`src/logic/wdog_pkg.sv`:
```
package wdog_pkg;
   // Register byte addresses on the Avalon-MM slave port.
   localparam logic [15:0] CTRL_ADDR = 16'h1100;
   localparam logic [15:0] SRV_ADDR = 16'h1104;
   localparam int ADDR_W = 16;

   // Control register field positions.
   localparam int CTRL_WIN_BIT = 0;
   localparam int CTRL_RANGE_BIT = 1;
   localparam int CTRL_TO_LSB = 2;
   localparam int CTRL_STP_BIT = 4;
   localparam int CTRL_DBG_BIT = 5;
   localparam int CTRL_CLK_LSB = 6;
   localparam logic [7:0] CTRL_RESET = 8'h0C;

   localparam logic [7:0] KEY_FIRST = 8'h55;
   localparam logic [7:0] KEY_SECOND = 8'hAA;

   localparam logic [1:0] TO_OFF = 2'h0;
   localparam logic [1:0] TO_SEL1 = 2'h1;
   localparam logic [1:0] TO_SEL2 = 2'h2;
   localparam logic [1:0] TO_SEL3 = 2'h3;
   localparam logic [1:0] CLK_LPO = 2'h0;
   localparam logic [1:0] CLK_IRC = 2'h1;
   localparam logic [1:0] CLK_OSC = 2'h2;
   localparam logic [1:0] CLK_BUS = 2'h3;

   // Timeout lengths as powers of two of counter clock cycles.
   localparam logic [4:0] EXP_S1 = 5'h05;
   localparam logic [4:0] EXP_S2 = 5'h08;
   localparam logic [4:0] EXP_S3 = 5'h0A;
   localparam logic [4:0] EXP_L1 = 5'h0D;
   localparam logic [4:0] EXP_L2 = 5'h10;
   localparam logic [4:0] EXP_L3 = 5'h12;
   localparam int CNT_W = 18;

   localparam logic [1:0] RESP_OK = 2'h0;
   localparam logic [1:0] RESP_SLVERR = 2'h2;
   localparam logic [1:0] RESP_DECERR = 2'h3;

   typedef enum logic [0:0] {
      KEY_IDLE = 1'b0,
      KEY_ARMED = 1'b1
   } key_state_e;
endpackage

```
`src/logic/windowed_watchdog.sv`:
```
`timescale 1ns/100ps
// Function
// - Timeout select 00 disables the watchdog; otherwise it and range set the period.
// - Select 01 times out after 32 short or 8192 long counter cycles.
// - Select 10 times out after 256 short or 65536 long counter cycles.
// - Select 11 times out after 1024 short or 262144 long counter cycles.
// - Range bit 0 picks the short range, 1 the long range.
// - Only the first control write after reset is taken; later ones are ignored.
// - Windowed mode works for every clock source, only with the long range.
// - Window opens at three quarters of the timeout; earlier service resets.
// - The service register is write-only; reads answer with a transfer error.
// - Any other value written to the service register resets at once.
// - Service writes leave the control register alone; they drive key detection, counter restart and reset request.
// - A completed key sequence clears the counter and restarts the timeout.
// - Reaching the timeout without a completed service resets the system.
// - After reset the watchdog runs from the 1 kHz clock, 1024 cycles.
// - Clock select 00 is 1 kHz, 01 the RC clock, 10 the crystal.
// - Clock select 11 counts on the bus clock.
// - Debug enable 0 holds the counter cleared in debug; 1 keeps running.
// - Stop enable 0 holds the counter cleared in stop; 1 keeps running, except on the bus clock, where it holds its value.
module windowed_watchdog
   import wdog_pkg::*;
(
   input wire logic mclk_i,
   input wire logic sys_rst_i,
   input wire logic [wdog_pkg::ADDR_W-1:0] avs_address_i,
   input wire logic avs_read_i,
   input wire logic avs_write_i,
   input wire logic [31:0] avs_writedata_i,
   input wire logic [3:0] avs_byteenable_i,
   output logic [31:0] avs_readdata_o,
   output logic [1:0] avs_response_o,
   output logic avs_waitrequest_o,
   input wire logic lpo_clk_i,
   input wire logic irc_clk_i,
   input wire logic osc_clk_i,
   input wire logic debug_mode_i,
   input wire logic stop_mode_i,
   output logic watchdog_reset_o
);
   import wdog_pkg::*;

   logic ack_ff, nxt_ack;
   logic [31:0] rdata_ff, nxt_rdata;
   logic [1:0] resp_ff, nxt_resp;
   logic [7:0] ctrl_ff, nxt_ctrl;
   logic locked_ff, nxt_locked;
   key_state_e key_ff, nxt_key;
   logic [CNT_W-1:0] cnt_ff, nxt_cnt;
   logic rst_req_ff, nxt_rst_req;
   logic [2:0] meta_ff, sync_ff, last_ff;
   logic [2:0] src_rise;
   logic [2:0] src_pin;

   logic req, accept, wr_ctrl, wr_srv, ctrl_first;
   logic [1:0] to_sel, clk_sel;
   logic enabled, long_rng, win_mode, hold_clear, tick;
   logic [4:0] exp_sel;
   logic [CNT_W-1:0] limit, win_open;
   logic key_bad, service_ok, premature, timeout;

   assign src_pin = {osc_clk_i, irc_clk_i, lpo_clk_i};

   // Counter clock pins are sampled twice before the edge detector sees them.
   generate
      for (genvar i = 0; i < 3; i++) begin : g_src_sync
         always_ff @(posedge mclk_i or posedge sys_rst_i) begin
            if (sys_rst_i) begin
               meta_ff[i] <= 1'b0;
               sync_ff[i] <= 1'b0;
               last_ff[i] <= 1'b0;
            end else begin
               meta_ff[i] <= src_pin[i];
               sync_ff[i] <= meta_ff[i];
               last_ff[i] <= sync_ff[i];
            end
         end
         assign src_rise[i] = sync_ff[i] & ~last_ff[i];
      end
   endgenerate

   // Every access waits exactly one cycle, then completes.
   assign req = avs_read_i | avs_write_i;
   assign accept = req & ack_ff;
   assign avs_waitrequest_o = req & ~ack_ff;
   assign avs_readdata_o = rdata_ff;
   assign avs_response_o = resp_ff;
   assign watchdog_reset_o = rst_req_ff;

   assign wr_ctrl = accept & avs_write_i & (avs_address_i == CTRL_ADDR) & avs_byteenable_i[0];
   assign wr_srv = accept & avs_write_i & (avs_address_i == SRV_ADDR) & avs_byteenable_i[0];
   assign ctrl_first = wr_ctrl & ~locked_ff;

   always_comb begin
      nxt_ack = req & ~ack_ff;
      nxt_rdata = rdata_ff;
      nxt_resp = resp_ff;
      if (avs_read_i & ~ack_ff) begin
         nxt_rdata = 32'h0000_0000;
         nxt_resp = RESP_DECERR;
         if (avs_address_i == CTRL_ADDR) begin
            nxt_rdata = {24'h00_0000, ctrl_ff};
            nxt_resp = RESP_OK;
         end else if (avs_address_i == SRV_ADDR) begin
            nxt_resp = RESP_SLVERR;
         end
      end
   end

   always_ff @(posedge mclk_i or posedge sys_rst_i) begin
      if (sys_rst_i) begin
         ack_ff <= 1'b0;
         rdata_ff <= 32'h0000_0000;
         resp_ff <= RESP_OK;
      end else begin
         ack_ff <= nxt_ack;
         rdata_ff <= nxt_rdata;
         resp_ff <= nxt_resp;
      end
   end

   // Control register: the first write after reset locks every field.
   always_comb begin
      nxt_ctrl = ctrl_ff;
      nxt_locked = locked_ff;
      if (ctrl_first) begin
         nxt_ctrl = avs_writedata_i[7:0];
         nxt_locked = 1'b1;
      end
   end

   always_ff @(posedge mclk_i or posedge sys_rst_i) begin
      if (sys_rst_i) begin
         ctrl_ff <= CTRL_RESET;
         locked_ff <= 1'b0;
      end else begin
         ctrl_ff <= nxt_ctrl;
         locked_ff <= nxt_locked;
      end
   end

   assign to_sel = ctrl_ff[CTRL_TO_LSB +: 2];
   assign clk_sel = ctrl_ff[CTRL_CLK_LSB +: 2];
   assign long_rng = ctrl_ff[CTRL_RANGE_BIT];
   assign enabled = (to_sel != TO_OFF);
   assign win_mode = ctrl_ff[CTRL_WIN_BIT] & long_rng;
   assign hold_clear = (debug_mode_i & ~ctrl_ff[CTRL_DBG_BIT])
                     | (stop_mode_i & ~ctrl_ff[CTRL_STP_BIT]);

   always_comb begin
      unique case (to_sel)
         TO_OFF: exp_sel = EXP_S1;
         TO_SEL1: exp_sel = long_rng ? EXP_L1 : EXP_S1;
         TO_SEL2: exp_sel = long_rng ? EXP_L2 : EXP_S2;
         TO_SEL3: exp_sel = long_rng ? EXP_L3 : EXP_S3;
      endcase
      limit = CNT_W'((19'h0_0001 << exp_sel) - 19'h0_0001);
      win_open = CNT_W'((19'h0_0001 << exp_sel) - ((19'h0_0001 << exp_sel) >> 2));
   end

   // On the bus clock the counter cannot advance in stop; with stop enable 1 it is not cleared.
   always_comb begin
      unique case (clk_sel)
         CLK_LPO: tick = src_rise[0];
         CLK_IRC: tick = src_rise[1];
         CLK_OSC: tick = src_rise[2];
         CLK_BUS: tick = ~stop_mode_i;
      endcase
   end

   // Key detection: service writes touch this state machine, the counter restart and the reset request, never the control register.
   assign key_bad = wr_srv & (avs_writedata_i[7:0] != KEY_FIRST) & (avs_writedata_i[7:0] != KEY_SECOND);
   assign service_ok = wr_srv & (key_ff == KEY_ARMED) & (avs_writedata_i[7:0] == KEY_SECOND);
   assign premature = service_ok & enabled & win_mode & (cnt_ff < win_open);

   always_comb begin
      nxt_key = key_ff;
      if (wr_srv) begin
         unique case (key_ff)
            KEY_IDLE: nxt_key = (avs_writedata_i[7:0] == KEY_FIRST) ? KEY_ARMED : KEY_IDLE;
            KEY_ARMED: nxt_key = (avs_writedata_i[7:0] == KEY_FIRST) ? KEY_ARMED : KEY_IDLE;
         endcase
      end
   end

   always_ff @(posedge mclk_i or posedge sys_rst_i) begin
      if (sys_rst_i) begin
         key_ff <= KEY_IDLE;
      end else begin
         key_ff <= nxt_key;
      end
   end

   assign timeout = enabled & ~hold_clear & tick & (cnt_ff == limit) & ~ctrl_first & ~service_ok;

   always_comb begin
      nxt_cnt = cnt_ff;
      if (ctrl_first | service_ok | hold_clear | ~enabled) begin
         nxt_cnt = '0;
      end else if (tick) begin
         nxt_cnt = (cnt_ff == limit) ? '0 : cnt_ff + 1'b1;
      end
   end

   // The reset request is held until the system reset clears it, so it is never lost.
   always_comb begin
      nxt_rst_req = rst_req_ff | timeout | key_bad | premature;
   end

   always_ff @(posedge mclk_i or posedge sys_rst_i) begin
      if (sys_rst_i) begin
         cnt_ff <= '0;
         rst_req_ff <= 1'b0;
      end else begin
         cnt_ff <= nxt_cnt;
         rst_req_ff <= nxt_rst_req;
      end
   end

   // Reference count of ticks since the last restart, and the span each setting allows, for the assertions below.
   logic [CNT_W:0] chk_ticks_ff, nxt_chk_ticks;
   logic [CNT_W:0] chk_span;

   always_comb begin
      unique case (to_sel)
         TO_OFF: chk_span = '1;
         TO_SEL1: chk_span = long_rng ? (19'h0_0001 << EXP_L1) : (19'h0_0001 << EXP_S1);
         TO_SEL2: chk_span = long_rng ? (19'h0_0001 << EXP_L2) : (19'h0_0001 << EXP_S2);
         TO_SEL3: chk_span = long_rng ? (19'h0_0001 << EXP_L3) : (19'h0_0001 << EXP_S3);
      endcase
   end

   always_comb begin
      nxt_chk_ticks = chk_ticks_ff;
      if (ctrl_first | service_ok | hold_clear | ~enabled) begin
         nxt_chk_ticks = '0;
      end else if (tick) begin
         nxt_chk_ticks = chk_ticks_ff + 1'b1;
      end
   end

   always_ff @(posedge mclk_i or posedge sys_rst_i) begin
      if (sys_rst_i) begin
         chk_ticks_ff <= '0;
      end else begin
         chk_ticks_ff <= nxt_chk_ticks;
      end
   end
endmodule

```
`config.mk`:
```
export PLATFORM = sky130hd
export DESIGN_NAME = windowed_watchdog
export DESIGN_NICKNAME = d
export VERILOG_FILES = /design/src/logic/wdog_pkg.sv /design/src/logic/windowed_watchdog.sv
export SDC_FILE = /design/constraint.sdc
export NUM_CORES = 1
export LEC_CHECK = 0
export BUFFER_PORTS_ARGS = -buffer_cell sky130_fd_sc_hd__buf_4
export CAP_MARGIN = 20
export CORE_MARGIN = 8
export CORE_UTILIZATION = 50
export CTS_CLUSTER_SIZE = 40
export DETAILED_ROUTE_END_ITERATION = 12
export HOLD_SLACK_MARGIN = 0.08
export PLACE_DENSITY_LB_ADDON = 0.08
export SLEW_MARGIN = 20
export SYNTH_ARGS = -nofsm -noshare
export SYNTH_HDL_FRONTEND = slang
export SYNTH_SLANG_ARGS = --single-unit
```
`constraint.sdc`:
```
create_clock -name mclk_i -period 3.95 [get_ports mclk_i]
set_input_delay 0 -clock mclk_i [delete_from_list [all_inputs] [get_ports mclk_i]]
set_output_delay 0 -clock mclk_i [all_outputs]
set_load 0.01 [all_outputs]
```
# Yosys cells after proc, flatten, opt, wreduce, memory -nomap -nowiden

Cells that the tools add are included.

Output and inout port bits: 36
Input bits: 61
Memory bits (read-only): 0
Logic and storage cells: 98
Register bits: 73
Memories kept: 0
Bits in latches: 0
RAM bits: 0

$mul: 0
Bitwise operators: 47
Div/mod/pow operators: 0
Equal/unequal tests: 13
Magnitude comparators: 1
Reductions and logical operators: 4
Mux-type cells: 12
$add $sub $neg: 3
Shifts and indexed selects: 1

Operators with widths:

| operator                                                                 | count |
|---|---|
| 18-bit two-way mux                                                       | 3 |
| 16-bit by 13-bit equality test with 1-bit output (second input constant) | 2 |
| 1-bit bitwise AND                                                        | 27 |
| 5-bit case mux with 4 select lines                                       | 1 |
| 1-bit by 5-bit << shifter with 19-bit output (first input constant)      | 1 |
| 18-bit by 1-bit adder with 18-bit output (second input constant)         | 1 |
| 18-bit equality test                                                     | 1 |
| 18-bit < comparator                                                      | 1 |
| 18-bit by 1-bit subtractor with 18-bit output (second input constant)    | 1 |
| 18-bit by 17-bit subtractor with 18-bit output                           | 1 |
| 1-bit inverter                                                           | 12 |
| 5-bit two-way mux                                                        | 2 |
| 2-bit equality test (second input constant)                              | 4 |
| 8-bit by 7-bit equality test with 1-bit output (second input constant)   | 1 |
| 8-bit equality test (second input constant)                              | 1 |
| 8-bit two-way mux                                                        | 1 |
| 8-bit by 7-bit != test with 1-bit output (second input constant)         | 1 |
| 8-bit != test (second input constant)                                    | 1 |
| 1-bit bitwise OR                                                         | 8 |
| 2-bit by 1-bit equality test with 1-bit output (second input constant)   | 2 |
| 2-bit logical NOT                                                        | 2 |
| 4-bit two-way mux                                                        | 1 |
| 1-bit case mux with 4 select lines                                       | 1 |
| 2-bit nonzero test                                                       | 2 |
| other kinds (2)                                                          | 3 |

# Longest topological paths before layout

Word-level depth: 12
Depth in mapped cells: 17
Depth with buffers taken out: 17

# Least setup slack after synthesis

No wires, ideal clock.

Kind: reg-to-reg
From: register ctrl_ff[3]
To: register rst_req_ff (netlist: watchdog_reset_o)
Cell stages (with the launch flop): 18
Arrival: 3.383 ns
Slack: 0.498 ns
Required time: 3.881 ns
Cells stage by stage: dfstp_2 nor2b_1 buf_2 nand2_1 ha_1 inv_1 a2111oi_0 nor2_1 a21oi_1 nand2_1 a2111oi_0 a211oi_1 ha_1 nand4b_1 nor3_1 o211ai_1 a211o_1 nand3_1

Word-level cells in the longest chain between the ends: 11

Ends and longest elaborated chain:

| what                                              | RTL line                 | text |
|---|---|---|
| from (decl)                                       | windowed_watchdog.sv:46  | `logic [7:0] ctrl_ff, nxt_ctrl;` |
| from (signal assigned)                            | windowed_watchdog.sv:137 | `ctrl_ff <= nxt_ctrl;` |
| 2-bit equality test, or another cell as far along | -                        |  |
| 5-bit case mux with 4 select lines                | windowed_watchdog.sv:151 | `unique case (to_sel)` |
| 1-bit by 5-bit << shifter with 19-bit output      | windowed_watchdog.sv:158 | `win_open = CNT_W'((19'h0_0001 << exp_sel) - ((19'h0_0001 << exp_sel) >> 2));` |
| 18-bit by 1-bit subtractor with 18-bit output     | windowed_watchdog.sv:157 | `limit = CNT_W'((19'h0_0001 << exp_sel) - 19'h0_0001);` |
| 18-bit equality test                              | windowed_watchdog.sv:194 | `assign timeout = enabled & ~hold_clear & tick & (cnt_ff == limit) & ~ctrl_first & ~service_ok;` |
| 1-bit bitwise AND (3 in a row)                    | windowed_watchdog.sv:194 |  |
| 1-bit bitwise OR (2 in a row)                     | windowed_watchdog.sv:207 | `nxt_rst_req = rst_req_ff \| timeout \| key_bad \| premature;` |
| 1-bit bitwise OR *                                | windowed_watchdog.sv:207 |  |
| via nxt_rst_req                                   | windowed_watchdog.sv:50  | `logic rst_req_ff, nxt_rst_req;` |
| to (signal assigned)                              | windowed_watchdog.sv:216 | `rst_req_ff <= nxt_rst_req;` |
| to (decl)                                         | windowed_watchdog.sv:50  |  |

Mark *: on every way through the listed nets, which the timed path passes. The rest lies on a longest branch.
A chain may end at the register's enable or synchronous reset.

# Final worst setup path

From: register ctrl_ff[1]
To: register rst_req_ff (netlist: watchdog_reset_o)

Word-level cells in the longest chain between the ends: 11

Ends and longest elaborated chain:

| what                                            | RTL line                 | text |
|---|---|---|
| 5-bit two-way mux, or another cell as far along | windowed_watchdog.sv:155 | `TO_SEL3: exp_sel = long_rng ? EXP_L3 : EXP_S3;` |
| 5-bit case mux with 4 select lines              | windowed_watchdog.sv:151 |  |
| 1-bit by 5-bit << shifter with 19-bit output    | windowed_watchdog.sv:158 |  |
| 18-bit by 1-bit subtractor with 18-bit output   | windowed_watchdog.sv:157 |  |
| 18-bit equality test                            | windowed_watchdog.sv:194 |  |
| 1-bit bitwise AND (3 in a row)                  | windowed_watchdog.sv:194 |  |
| 1-bit bitwise OR (2 in a row)                   | windowed_watchdog.sv:207 |  |
| 1-bit bitwise OR *                              | windowed_watchdog.sv:207 |  |
| via nxt_rst_req                                 | windowed_watchdog.sv:50  |  |

Marked as above.

==> metrics.txt <==
status finished clean; drt pass-1 iters 5; number of gates resized after CTS 0; dpl cells 615; cell area after synthesis slightly below 4000 um2; Setup crit end watchdog_reset_o; Hold Vio Cnt, Final 0; most frequent cells in the layout 53 x conb_1, 53 x buf_4, 47 x dfrtp_1, 43 x nand2_1, 38 x ha_1; combinational power share 21.3%; Setup TNS Final 0 ps; Reg2Reg Depth 14; Clk pin slew, worst setup/hold paths 90 ps; setup ws final ~240 ps; Setup CP Type reg -> reg; core area 7607 um2; Cell Rows 32; later-pin clock latency in the skew report between 300 and 400 ps; post-route insts no fill approximately 640; pin count of the biggest net entering global routing 50; Tmin final roughly 3700 ps; post-synth top area cell dfrtp_1; Worst Setup SP ctrl_ff[1]; arrival time worst endpoint 3960 ps; first-pass GRT wire length 16,340 um; P_int between 0.8 and 0.9 mW; post-CTS setup repair buffer count 0; Placement Setup Slack 266.1 ps; Net Switching 0.3232 mW; r2r startpoint ctrl_ff[1]; critical path depth 14; ANT cells 0; worst slew pin tran ~820 ps; # H-tree levels 2; relative slew slack 45.38%; vias in the first global route 3,383; Final ANT Viol Nets 0; CP required between 4000 and 5000 ps; largest cells by area after synthesis dfrtp_1 30%, ha_1 12%, buf_4 4.6%; Synth async-reset ratio 100.0%; drt first-iter violations between 200 and 250; Design Power between 1 and 1.5 mW; CTS Hold Bufs 16; die area 10,830 um2; final setup fails 0; CTS tree done; clk root buf clkbuf_8; die height 104.1 um; GRT Residual Overflow 0; final WL 9381 um; Reg power frac 45.8%; Num CTS Buffers 5; Synth Flop Type dfrtp_1; DRC viols 0; Peak Freq around 270 MHz; GRT Total Usage 17.74%; clock sink total between 40 and 50; CP Capture Type flop; Final Max Slew Viols 0; post-DR vias/cell between 5 and 6; clock share of power between 30% and 40%; Synth cell types between 60 and 70; synthesized instance count roughly 450; number of enable flip-flop cells after synthesis 0; Top delay family on crit path compound AO/OA/AOI/OAI gates; slowest CP cell dfrtp_1; vias approximately 3,400; delay of the slowest cell on the worst path ~470 ps; Yosys reg bits 49; area grow syn2layout 19.29%; period utilization 93.96%; fin util approximately three fifths; CP max FO 7; IO Pins 97; Routability Congestion 0.9337; Max IR drop VDD 0.0002492 V; CP Launch Type flop; sum of buffers and inverters on the critical path 0; MaxCap Viol Count 0; Yosys Warn Count 0; power density over the cells between 200 and 250 nW/um2; Syn Area/Cell 8.697 um2; # port buffers 45; setup slack, reg-to-reg ~240 ps; Worst R2R End watchdog_reset_o; hpwl dp 7270 um; Min-Delay Path Class in -> reg; nets 636; initial antenna violation count 0; routed len/inst 14.68 um; clk buf depth 2; Yosys top cell area share 30.32%; Die Width approximately 100 um; clk_skew ~9.0 ps; Pleak 2.210 nW; RSZ-0062 raised after global routing false; CP Cell Sequence a21o_1 > ha_1 > a21o_1 > a311oi_2 > o21bai_1 > a21oi_1 > nor4_1 > a2111oi_1 > ha_1 > nor2b_1 > o21ai_0 > o211ai_1 > a211o_1 > nand3_1; layout cells sized above 1 15.46%; Initial Util 50.99%; switch share 28.29%; register area share after synthesis 31.68%
-- per-layer routing --
layer | vias to the layer above | GRT usage, % | wire length (um)
li1 | 1711 | - | -
met1 | 1598 | 23.91 | 4386
met2 | 98 | 27.96 | 4347
met3 | 13 | 3.656 | 517
met4 | 0 | 5.067 | 129
met5 | - | 0 | 0
-- worst reg2reg max path: stages (launching register included) --
cell and delay [ps]:
dfrtp_1 470, a21o_1 300, ha_1 340, a21o_1 200, a311oi_2 390, o21bai_1 100
a21oi_1 260, nor4_1 90, a2111oi_1 410, ha_1 330, nor2b_1 140, o21ai_0 170
o211ai_1 120, a211o_1 280, nand3_1 70
-- area by class of cell --
type / count / area [um2]
Clock buffer: 5 / 68.82
Clock inverter: 3 / 50.05
Fill cell: 664 / 2980
Inverter: 27 / 102.6
Multi-Input combinational cell: 384 / 2491
Sequential cell: 49 / 1229
Tap cell: 102 / 127.6
Timing Repair Buffer: 69 / 558.0
-- metrics by stage --
step                      cell area, um2  hold WS, ps
after CTS                           4626        143.0
after detailed placement            4347        110.7
final                               4627        146.5
after global routing                4627        242.1
after global placement              4347        110.3
after floorplan                     4070        31.43
-- sequential cells by signal, summed over array words and instances, names as in the netlist --
signal / flops
key_ff: 1
cnt_ff: 18
avs_response_o: 2
ack_ff: 1
watchdog_reset_o: 1
sync_ff: 3
ctrl_ff: 8
last_ff: 3
avs_readdata_o: 8
locked_ff: 1
meta_ff: 3
-- power groups by stage --
stage	Combinational (mW)	Clock (mW)	Sequential, mW
floorplan	0.168	0	0.535
global placement	0.222	0	0.532
detailed placement	0.224	0	0.533
CTS	0.237	0.385	0.523
global route	0.274	0.404	0.526
finish	0.243	0.376	0.523
-- how the worst min path moves through the flow --
stage                            startpoint           endpoint  slack, ps  cells after the start
final                     avs_address_i[14]  avs_response_o[0]        150                      5
after global routing      avs_address_i[14]  avs_response_o[0]        240                      5
after CTS                 avs_address_i[14]  avs_response_o[0]        140                      5
after detailed placement          lpo_clk_i         meta_ff[0]        110                      1
after global placement            osc_clk_i         meta_ff[2]        110                      1
after floorplan                   lpo_clk_i         meta_ff[0]         30                      0
-- synth_stat cells (all sizes together), types with 2 or more instances --
| library cell | instances |
|---|---|
| dfrtp | 47 |
| nand2 | 43 |
| ha | 38 |
| a21oi | 33 |
| buf | 31 |
| nor2 | 28 |
| inv | 27 |
| o21ai | 26 |
| a21o | 15 |
| nand3 | 13 |
| xnor2 | 12 |
| nor3 | 11 |
| and3 | 7 |
| nand2b | 7 |
| nand4 | 7 |
| clkbuf | 6 |
| mux2 | 6 |
| nor2b | 6 |
| nor4 | 6 |
| or3 | 6 |
| a211oi | 5 |
| xor2 | 5 |
| nor4bb | 4 |
| o21bai | 4 |
| a2111oi | 3 |
| a31oi | 3 |
| and2 | 3 |
| o2111ai | 3 |
| o211ai | 3 |
| o21a | 3 |
| o221ai | 3 |
| a211o | 2 |
| a311oi | 2 |
| a41oi | 2 |
| and4 | 2 |
| conb | 2 |
| dfstp | 2 |
| nand3b | 2 |
| nor3b | 2 |
| or2 | 2 |
-- cell families after synthesis --
family,share of synthesized area (%)
simple gates,20.61
compound gates,19.55
buf+inv,9.032
flops,31.68
fa+ha+maj,12.77
xor+xnor,3.839
mux,2.322
other cells,0.1936
Power figures use the tool's default switching activity.
